### src/tcp_pkg.sv
`default_nettype none

package tcp_pkg;

    // Three-state strap level as resolved by the pad sense circuit.
    typedef enum logic [1:0] {
        STRAP_LOW,
        STRAP_FLOAT,
        STRAP_HIGH
    } tcp_strap_t;

    // Termination seen on one configuration channel line.
    typedef enum logic [1:0] {
        CC_OPEN,
        CC_RA,
        CC_RD,
        CC_RP
    } tcp_cc_t;

    // Current level, either detected as sink or advertised as source.
    typedef enum logic [1:0] {
        CUR_DEFAULT,
        CUR_1A5,
        CUR_3A0
    } tcp_cur_t;

    // Port role chosen by the role strap.
    typedef enum logic [1:0] {
        ROLE_SNK,
        ROLE_DRP,
        ROLE_SRC
    } tcp_role_t;

    // Enable and sampling sequence.
    typedef enum logic [1:0] {
        SEQ_OFF,
        SEQ_SETTLE,
        SEQ_RUN
    } tcp_seq_t;

    // Serial bus addresses, write form with the direction bit at zero.
    localparam logic [7:0] I2C_ADDR_STRAP_HIGH = 8'h62;
    localparam logic [7:0] I2C_ADDR_STRAP_LOW  = 8'h42;

    // Two-bit orientation status codes.
    localparam logic [1:0] FLIP_NONE = 2'h0;
    localparam logic [1:0] FLIP_CC1  = 2'h1;
    localparam logic [1:0] FLIP_CC2  = 2'h2;

    // Reset values of latched configuration and status.
    localparam tcp_strap_t STRAP_RESET_CODE = STRAP_FLOAT;
    localparam tcp_role_t  ROLE_RESET       = ROLE_DRP;
    localparam tcp_cur_t   CUR_RESET        = CUR_DEFAULT;

    // Time the strap pins stay released before they are sampled.
    localparam int unsigned CLK_PERIOD_NS     = 10;
    localparam int unsigned STRAP_SETTLE_NS   = 200;
    localparam int unsigned STRAP_SETTLE_CYC  =
        (STRAP_SETTLE_NS + CLK_PERIOD_NS - 1) / CLK_PERIOD_NS;

    // A sink looks for Rp, a source looks for Rd; Ra counts as open.
    function automatic logic cc_seen(input tcp_cc_t cc,
                                     input logic    as_source);
        cc_seen = as_source ? (cc == CC_RD) : (cc == CC_RP);
    endfunction : cc_seen

endpackage : tcp_pkg

`default_nettype wire

### src/tcp_strap_latch.sv
`default_nettype none

// Holds one sampled strap level until the next sample strobe.
module tcp_strap_latch
    import tcp_pkg::*;
(
    // Clock and reset
    input  wire logic       clk,
    input  wire logic       rst,
    // Sample strobe and pad level
    input  wire logic       sample,
    input  wire tcp_strap_t level,
    // Latched level
    output var  tcp_strap_t code
);

    tcp_strap_t next_code;

    // Later pin activity cannot disturb the held level.
    always_comb begin
        next_code = sample ? level : code;
    end

    // Register the held level.
    always_ff @(posedge clk or posedge rst) begin
        if (rst) begin
            code <= STRAP_RESET_CODE;
        end else begin
            code <= next_code;
        end
    end

endmodule : tcp_strap_latch

`default_nettype wire

### src/tcp_pin_mode_ctrl.sv
`default_nettype none

// Operation
// - I2C mode: shared pin is open-drain interrupt
// - GPIO mode: shared pin low on audio accessory
// - I2C mode: current pins carry SDA and SCL
// - GPIO sink: drive current pins from detected level
// - Sample straps on enable fall or soft reset
// - Role strap: high source, float dual, low sink
// - Role strap pin then shows debug flag
// - Address strap: high 62h, float GPIO, low 42h
// - Address strap pin then shows orientation
// - Attached role pin low as source only
// - Enable input is active low
// - Orientation bits decoded from CC terminations
// - Sink debug partner still yields orientation
// - Source debug partner still yields orientation
// - Debug partner flagged when both lines see it
module tcp_pin_mode_ctrl
    import tcp_pkg::*;
#(
    parameter int unsigned SETTLE_CYCLES = STRAP_SETTLE_CYC
)
(
    // Clock and reset
    input  wire logic       clk,
    input  wire logic       rst,
    // Enable and soft reset command
    input  wire logic       en_n,
    input  wire logic       soft_reset_cmd,
    // Role strap pin, then debug flag output
    input  wire tcp_strap_t role_strap_level,
    output logic            role_strap_dbg_out,
    output logic            role_strap_dbg_oe,
    // Address strap pin, then orientation output
    input  wire tcp_strap_t addr_strap_level,
    output logic            addr_strap_flip_pin_out,
    output logic            addr_strap_flip_pin_oe,
    // Open-drain attached role pin
    output logic            attached_role_out_out,
    output logic            attached_role_out_oe,
    // Open-drain interrupt or audio flag pin
    output logic            irq_or_audio_flag_pin_out,
    output logic            irq_or_audio_flag_pin_oe,
    // Shared data pin, or current bit a
    input  wire logic       serial_data_or_current_bit_a_in,
    output logic            serial_data_or_current_bit_a_out,
    output logic            serial_data_or_current_bit_a_oe,
    // Shared clock pin, or current bit b
    input  wire logic       serial_clock_or_current_bit_b_in,
    output logic            serial_clock_or_current_bit_b_out,
    output logic            serial_clock_or_current_bit_b_oe,
    // Attach state from the detection logic
    input  wire logic       attached_src,
    input  wire logic       attached_snk,
    input  wire tcp_cc_t    cc1_state,
    input  wire tcp_cc_t    cc2_state,
    input  wire logic       dbg_cc2_sel,
    input  wire logic       audio_det,
    input  wire tcp_cur_t   snk_cur_level,
    // Serial slave side
    input  wire logic       irq_req,
    input  wire logic       i2c_sda_pull,
    input  wire logic       i2c_scl_pull,
    output logic            i2c_sda_rx,
    output logic            i2c_scl_rx,
    // Configuration and status
    output logic            dev_active,
    output tcp_role_t       port_role,
    output logic            i2c_mode,
    output logic [7:0]      i2c_addr,
    output logic [1:0]      flip_state_bits,
    output logic            debug_test_partner,
    output tcp_cur_t        adv_cur_level,
    output logic            adv_cur_reserved
);

    localparam int CNT_W = $clog2(SETTLE_CYCLES + 1);

    // Refuse a settle time the counter cannot represent.
    if (SETTLE_CYCLES < 1 || SETTLE_CYCLES > 4096) begin : g_bad_settle
        $error("SETTLE_CYCLES must lie between 1 and 4096.");
    end

    localparam logic [CNT_W-1:0] SETTLE_LAST = CNT_W'(SETTLE_CYCLES - 1);

    tcp_seq_t         state, next_state;
    logic [CNT_W-1:0] settle_cnt, next_settle_cnt;
    logic             en_n_q, next_en_n_q, sample_now, enable_fall;

    // The enable history resets high, so an enable already low when
    // reset releases counts as a falling edge: this covers power-up.
    assign enable_fall = en_n_q & ~en_n;

    // Straps are released during the settle window so the pad sense
    // sees the board strap rather than our own drive.
    always_comb begin
        next_state      = state;
        next_settle_cnt = settle_cnt;
        next_en_n_q     = en_n;
        sample_now      = 1'b0;
        if (en_n) begin
            next_state      = SEQ_OFF;
            next_settle_cnt = '0;
        end else begin
            case (state)
                SEQ_OFF: begin
                    if (enable_fall) begin
                        next_state      = SEQ_SETTLE;
                        next_settle_cnt = '0;
                    end
                end
                SEQ_SETTLE: begin
                    if (settle_cnt == SETTLE_LAST) begin
                        sample_now = 1'b1;
                        next_state = SEQ_RUN;
                    end else begin
                        next_settle_cnt = settle_cnt + 1'b1;
                    end
                end
                SEQ_RUN: begin
                    if (soft_reset_cmd) begin
                        next_state      = SEQ_SETTLE;
                        next_settle_cnt = '0;
                    end
                end
                default: begin
                    next_state = SEQ_OFF;
                end
            endcase
        end
    end

    // Register the sequence.
    always_ff @(posedge clk or posedge rst) begin
        if (rst) begin
            state      <= SEQ_OFF;
            settle_cnt <= '0;
            en_n_q     <= 1'b1;
        end else begin
            state      <= next_state;
            settle_cnt <= next_settle_cnt;
            en_n_q     <= next_en_n_q;
        end
    end

    tcp_strap_t role_code, mode_code;

    tcp_strap_latch u_role_latch (
        .clk    (clk),
        .rst    (rst),
        .sample (sample_now),
        .level  (role_strap_level),
        .code   (role_code)
    );

    tcp_strap_latch u_mode_latch (
        .clk    (clk),
        .rst    (rst),
        .sample (sample_now),
        .level  (addr_strap_level),
        .code   (mode_code)
    );

    tcp_role_t  next_port_role;
    logic       next_i2c_mode;
    logic [7:0] next_i2c_addr;
    logic       next_dev_active;

    // Decode the held strap codes.
    always_comb begin
        case (role_code)
            STRAP_HIGH: next_port_role = ROLE_SRC;
            STRAP_LOW:  next_port_role = ROLE_SNK;
            default:    next_port_role = ROLE_DRP;
        endcase
        case (mode_code)
            STRAP_HIGH: begin
                next_i2c_mode = 1'b1;
                next_i2c_addr = I2C_ADDR_STRAP_HIGH;
            end
            STRAP_LOW: begin
                next_i2c_mode = 1'b1;
                next_i2c_addr = I2C_ADDR_STRAP_LOW;
            end
            default: begin
                next_i2c_mode = 1'b0;
                next_i2c_addr = 8'h00;
            end
        endcase
        next_dev_active = (next_state == SEQ_RUN);
    end

    // Register the configuration.
    always_ff @(posedge clk or posedge rst) begin
        if (rst) begin
            port_role  <= ROLE_RESET;
            i2c_mode   <= 1'b0;
            i2c_addr   <= 8'h00;
            dev_active <= 1'b0;
        end else begin
            port_role  <= next_port_role;
            i2c_mode   <= next_i2c_mode;
            i2c_addr   <= next_i2c_addr;
            dev_active <= next_dev_active;
        end
    end

    logic       seen1, seen2, attached, run, gpio_run, od_low;
    logic [1:0] next_flip;
    logic       next_dbg, next_role_oe, next_flip_oe, next_id_oe;
    logic       next_irq_oe, next_a_oe, next_b_oe, next_sda_rx, next_scl_rx;
    tcp_cur_t   next_adv;
    logic       next_adv_rsv;

    // Source attachment takes priority if both reports are ever high.
    assign seen1    = cc_seen(cc1_state, attached_src);
    assign seen2    = cc_seen(cc2_state, attached_src);
    assign attached = attached_src | attached_snk;
    assign run      = (next_state == SEQ_RUN); // Same as next_dev_active; leads dev_active by one cycle.
    assign gpio_run = run & ~i2c_mode;

    // Status next values and pin enables; all pins float when idle.
    always_comb begin
        next_flip    = FLIP_NONE;
        next_dbg     = 1'b0;
        next_a_oe    = 1'b0;
        next_b_oe    = 1'b0;
        next_sda_rx  = 1'b1;
        next_scl_rx  = 1'b1;
        next_adv     = adv_cur_level;
        next_adv_rsv = adv_cur_reserved;
        if (attached) begin
            if (seen1 && seen2) begin
                // Both lines terminated: a debug partner, whose
                // orientation is resolved by the detection logic.
                next_dbg  = 1'b1;
                next_flip = dbg_cc2_sel ? FLIP_CC2
                                        : FLIP_CC1;
            end else if (seen2) begin
                next_flip = FLIP_CC2;
            end else if (seen1) begin
                next_flip = FLIP_CC1;
            end
        end
        next_role_oe = run;
        next_flip_oe = run;
        next_id_oe   = run & attached_src;
        if (i2c_mode) begin
            next_irq_oe = run & irq_req;
        end else begin
            next_irq_oe = run & audio_det;
        end
        if (run && i2c_mode) begin
            // Slave pulls low through the pad; the bus level returns.
            next_a_oe   = i2c_sda_pull;
            next_b_oe   = i2c_scl_pull;
            next_sda_rx = serial_data_or_current_bit_a_in;
            next_scl_rx = serial_clock_or_current_bit_b_in;
        end
        if (gpio_run && attached_snk && !attached_src) begin
            next_a_oe = (snk_cur_level != CUR_DEFAULT);
            next_b_oe = (snk_cur_level == CUR_3A0);
        end
        if (gpio_run && attached_src) begin
            // Reserved pattern keeps the last good level and flags it.
            case ({serial_data_or_current_bit_a_in,
                   serial_clock_or_current_bit_b_in})
                2'h3: begin
                    next_adv     = CUR_DEFAULT;
                    next_adv_rsv = 1'b0;
                end
                2'h1: begin
                    next_adv     = CUR_1A5;
                    next_adv_rsv = 1'b0;
                end
                2'h0: begin
                    next_adv     = CUR_3A0;
                    next_adv_rsv = 1'b0;
                end
                default: begin
                    next_adv_rsv = 1'b1;
                end
            endcase
        end else if (!gpio_run) begin
            next_adv     = CUR_RESET;
            next_adv_rsv = 1'b0;
        end
    end

    // Register status and every pin drive.
    always_ff @(posedge clk or posedge rst) begin
        if (rst) begin
            flip_state_bits                  <= FLIP_NONE;
            debug_test_partner               <= 1'b0;
            role_strap_dbg_out               <= 1'b1;
            role_strap_dbg_oe                <= 1'b0;
            addr_strap_flip_pin_out          <= 1'b0;
            addr_strap_flip_pin_oe           <= 1'b0;
            attached_role_out_oe             <= 1'b0;
            irq_or_audio_flag_pin_oe         <= 1'b0;
            serial_data_or_current_bit_a_oe  <= 1'b0;
            serial_clock_or_current_bit_b_oe <= 1'b0;
            i2c_sda_rx                       <= 1'b1;
            i2c_scl_rx                       <= 1'b1;
            adv_cur_level                    <= CUR_RESET;
            adv_cur_reserved                 <= 1'b0;
            od_low                           <= 1'b0;
        end else begin
            flip_state_bits                  <= next_flip;
            debug_test_partner               <= next_dbg;
            role_strap_dbg_out               <= ~next_dbg;
            role_strap_dbg_oe                <= next_role_oe;
            addr_strap_flip_pin_out          <= next_flip[1];
            addr_strap_flip_pin_oe           <= next_flip_oe;
            attached_role_out_oe             <= next_id_oe;
            irq_or_audio_flag_pin_oe         <= next_irq_oe;
            serial_data_or_current_bit_a_oe  <= next_a_oe;
            serial_clock_or_current_bit_b_oe <= next_b_oe;
            i2c_sda_rx                       <= next_sda_rx;
            i2c_scl_rx                       <= next_scl_rx;
            adv_cur_level                    <= next_adv;
            adv_cur_reserved                 <= next_adv_rsv;
            od_low                           <= 1'b0;
        end
    end

    // Open-drain pins only ever pull low; the enable does the work.
    assign attached_role_out_out             = od_low;
    assign irq_or_audio_flag_pin_out         = od_low;
    assign serial_data_or_current_bit_a_out  = od_low;
    assign serial_clock_or_current_bit_b_out = od_low;

endmodule : tcp_pin_mode_ctrl

`default_nettype wire

### config.mk
export PLATFORM = sky130hd
export DESIGN_NAME = tcp_pin_mode_ctrl
export DESIGN_NICKNAME = d
export VERILOG_FILES = /design/src/tcp_pkg.sv /design/src/tcp_strap_latch.sv /design/src/tcp_pin_mode_ctrl.sv
export SDC_FILE = /design/constraint.sdc
export NUM_CORES = 1
export LEC_CHECK = 0
export BUFFER_PORTS_ARGS = -buffer_cell sky130_fd_sc_hd__buf_2
export CORE_MARGIN = 5
export CORE_UTILIZATION = 50
export DETAILED_ROUTE_END_ITERATION = 10
export PLACE_DENSITY = 0.9
export SLEW_MARGIN = 20
export SYNTH_ARGS = -nofsm -noshare
export SYNTH_HDL_FRONTEND = slang
export SYNTH_SLANG_ARGS = --single-unit
### constraint.sdc
create_clock -name clk -period 2.43 [get_ports clk]
set_input_delay 0.486 -clock clk [delete_from_list [all_inputs] [get_ports clk]]
set_output_delay 0.486 -clock clk [all_outputs]
set_load 0.1 [all_outputs]
# --- After elaboration in Yosys (flattened, before gate mapping) ---
# Index checks and enable logic that the tools add are counted.
classes:
  addsub: 1
  n_eq_ne: 18
  n_mux: 38
  n_reduce_logical: 16
  bitwise_logic: 9
ops:
  columns: ["operator", "count"]
  rows:
  - ["== test 2 bit (second input constant)", 10]
  - ["two-way mux 2 bit", 10]
  - ["two-way mux 5 bit", 4]
  - ["two-way mux 1 bit", 19]
  - ["case mux 5 bit (3 select lines)", 1]
  - ["case mux 7 bit (2 select lines)", 1]
  - ["case mux 2 bit (3 select lines)", 2]
  - ["!= test 3 bit (second input constant)", 3]
  - ["zero test 2 bit", 4]
  - ["adder 5 x 1 -> 5 bit (second input constant)", 1]
  - ["bitwise AND 1 bit", 5]
  - ["== test 5 bit (second input constant)", 1]
  - ["logical AND 1 bit", 5]
  - ["== test 2 x 1 -> 1 bit (second input constant)", 2]
  - ["!= test 4 x 1 -> 1 bit (second input constant)", 1]
  - ["case mux 2 bit (2 select lines)", 1]
  - ["AND reduction 4 bit", 1]
  - ["nonzero test 4 bit", 1]
  - ["inverter 1 bit", 3]
  - ["OR reduction 3 bit", 1]
  - ["!= test 2 x 1 -> 1 bit (second input constant)", 1]
  - ["AND reduction 2 bit", 1]
  - ["nonzero test 2 bit", 1]
  - ["OR reduction 2 bit", 1]
  - ["other kinds (2)", 2]
word_totals:
  out_inout_bits: 32
  inputBits: 23
  word_cells: 103
  regBits: 38

# --- Depth between registers and ports, before layout ---
logic_depth:
  ltp_word: 10
  ltp_mapped: 5
  mapped_depth_nobuf: 4

# --- Cells and area by module ---
# Synthesis repeated with hierarchy kept, for this count alone.
unflattened:
  cells_unflattened: 129
  hier_area_um2: 1421.4
by_module_without_submodules:
  columns: ["mod", "seq_area_each_um2", "area_each_um2", "cells_each", "instances"]
  rows:
  - ["tcp_pin_mode_ctrl", 656.9, 1266.2, 119, 1]
  - ["tcp_strap_latch", 51.3, 77.6, 5, 2]

# --- Least setup slack after synthesis ---
# OpenSTA, ideal clock, no wires.
synth_timing:
  path_type: "register to output"
  from: "register i2c_addr[1]"
  to: "output port i2c_addr[1]"
  setup_slack_ns: 0.491
  required_ns: 1.944
  n_path_buf: 1
  arrival_ns: 1.453
  stages_incl_launch_ff: 2
  cell_sequence: "dfrtp_1 > buf_4"
synth_lines:
  columns: ["item", "line_no", "source"]
  rows:
  - ["start: declaration", "tcp_pin_mode_ctrl.sv:71", "output logic [7:0] i2c_addr,"]
  - ["start signal: assignment", "tcp_pin_mode_ctrl.sv:204", "i2c_addr <= next_i2c_addr;"]
# No word-level cell between the ends.

# --- Worst setup path in the final report ---
layout_timing:
  from: "register i2c_addr[1]"
  to: "output port i2c_addr[1]"
# No word-level cell between the ends.

==> impl_metrics.ini <==
[worst_setup_path]
critPathTopFamily = flip-flops
cp-end-kind = primary output
path_cells = buf_2
r2r-start = settle_cnt[1]
critPathBufInv = 1
critPathMaxStageDelay_ps = 530
rrSetupSlack_ps = 690
cp-startpoint = i2c_addr[1]
critPathLaunchType = flip-flop
slowest_stage = dfrtp_1
cp.arrival_ps = 1350
critical_path_class = reg -> out
crit_fanout = 9
worstPathRequired_ps = 1940

[sta]
max_slew.worst_pin.slew_ps = 602.6
slew_viol_final = 0
hold_viol = 0
setup_viol = 0
maxSlewHeadroom_pct = 59.28
fin_crit_ps = 1836
fin_skew_ps = 5.964
grt_setup_unrepaired = false
max_freq_mhz = 544.7
fin_setup_tns_ps = 0
min_period_over_period_pct = 75.55
worst_slack_ps = 594.2
whs_ps = 208.0

[floorplanning]
num_rows = 19
die-width_um = 63.04
ios = 55
start_util_pct = 51.44
dieArea_um2 = 3973
fp.coreArea_um2 = 2734
fp.dieH_um = 63.04

[global_routing]
grt_pass1_wl_um = 5043
track_usage_pct = 16.23
grt_start_max_net_pins = 17
grt_pass1_vias = 1069
antenna_found_initial = 0
grt.overflow.total = 0

[layout]
area_growth_pct = 18.33
final_common_cell = buf_2
drive_gt1_share_pct = 40.83
nNetsFinal = 192
num_antenna_cells = 0
layout_common_cells = 45 x buf_2, 23 x dfrtp_1, 9 x conb_1
fin_area_um2 = 1664

[placement]
place_hpwl_um = 2339
io_buffers = 45
placed_area_um2 = 1579
gp_congestion = 0.8547
place_ws_ps = 709.1

[logic_synthesis]
ys_ff_latch = 30
synth_edf_count = 0
synth_ff_type = dfrtp_1
async_flop_share_pct = 100.0
synth_seq_area_share_pct = 54.00
syn_inst = 125
synth_area_um2 = 1406
avgSynthCellArea_um2 = 11.25
ys_types = 38
yosysWarnings = 0

[clocking]
cts_buffers = 5
cts_resized = 0
htreeDepth = 2
insertion_delay_ps = 330
cts.path.max_buffers = 2
numClockSinks = 30
clk_pin_slew_ps = 90
cts_setup_buffers = 0
cts_tree = done
ctsHoldBuffers = 0
cts_root_buf = clkbuf_4

[detailed_routing]
post-route-drc-count = 0
vias = 1050
viasPerCell = 5.250
dr.pass1.iters = 4
wl_um = 2939
avgRoutedWirePerCell_um = 14.70
antenna_left = 0
drt-initial-drc-count = 34

[power_and_ir_drop]
leakage_nw = 0.8397
pwr_density_cell_nw_per_um2 = 693.0
vdd_ir_drop_max_v = 0.0006364
p_total_mw = 1.153

[run_status]
status = complete, no violations

[min_path]
min_path_type = in -> async

[run]
max_cap_violations = 0
==> path summary, 6_finish.rpt <==
kind | to | depth (start not counted)
hold / removal | settle_cnt[4] | 2
setup / recovery | i2c_addr[1] | 1
hold reg to reg | port_role[0] | 0
setup reg to reg | i2c_scl_rx | 4
min in group clk | role_strap_dbg_out | 2
max in group asynchronous | role_strap_dbg_out | 3
==> kinds of logic after synthesis <==
logic type,after synthesis,synth area share [%]
AND/OR/NAND/NOR,41,18.59
flip-flops,30,54.00
buffers and inverters,23,10.50
AO/OA/AOI/OAI,20,9.076
multiplexers,8,6.050
adder cells (fa/ha/maj),1,0.8895
other,1,0.2666
XOR/XNOR,1,0.6229
==> synthesized netlist by cell type (2+ instances only) <==
cell / instances / area [um^2]
nor2b_1: 5 / 31.28
inv_1: 5 / 18.77
nand2_1: 6 / 22.52
nor2_1: 3 / 11.26
buf_4: 14 / 105.1
or2_2: 3 / 18.77
dfrtp_1: 23 / 575.6
or4_1: 2 / 15.01
nor3_1: 4 / 20.02
or3_1: 3 / 18.77
nand2b_1: 3 / 18.77
mux2i_1: 4 / 40.04
mux2_2: 4 / 45.04
clkbuf_1: 2 / 7.510
nor4bb_1: 2 / 20.02
nor4_1: 2 / 12.51
a21oi_1: 6 / 30.03
nand3_1: 3 / 15.01
o21ai_0: 6 / 30.03
dfstp_2: 7 / 183.9
==> power by group <==
group	switching (mW)	leakage (nW)	internal, mW
Sequential	0.0103	0.384	0.516
Clock	0.164	0.0455	0.246
Combinational	0.178	0.410	0.0396
Total	0.352	0.840	0.801
==> per-layer routing <==
layer  GRT usage, %  routed length (um)
met5              0                   0
met2          28.21                1586
met3          5.935                 188
met1          17.13                1104
met4          7.692                  59
==> registers in the layout (all words and copies together) (netlist names) <==
name / cells
state: 2
serial_data_or_current_bit_a_oe: 1
adv_cur_reserved: 1
port_role: 2
role_strap_dbg_out: 1
debug_test_partner: 1
addr_strap_flip_pin_oe: 1
u_role_latch.code: 2
i2c_addr: 2
en_n_q: 1
flip_state_bits: 1
addr_strap_flip_pin_out: 1
adv_cur_level: 2
i2c_sda_rx: 1
attached_role_out_oe: 1
irq_or_audio_flag_pin_oe: 1
settle_cnt: 5
i2c_scl_rx: 1
serial_clock_or_current_bit_b_oe: 1
u_mode_latch.code: 2
==> cell type report <==
class                           instances  area [um^2]
Fill cell                             225         1070
Sequential cell                        30        759.5
Multi-Input combinational cell         80        529.3
Timing Repair Buffer                   46        232.7
Clock buffer                            7        55.05
Tap cell                               31        38.79
Clock inverter                          1        30.03
Inverter                                5        18.77
==> stage by stage <==
step / cells / util (%)
floorplan: 133 / -
global placement: 192 / 57.76
detailed placement: 192 / 57.76
CTS: 200 / 60.87
global route: 200 / 60.87
finish: 200 / 60.87
==> worst reg2reg max path: stages, from the launching register on <==
cell and delay (ps):
dfrtp_1 390, ha_1 250, nand3b_4 110, o32a_1 470, or4_1 440
Note: power is estimated with default switching activity, not from simulation.
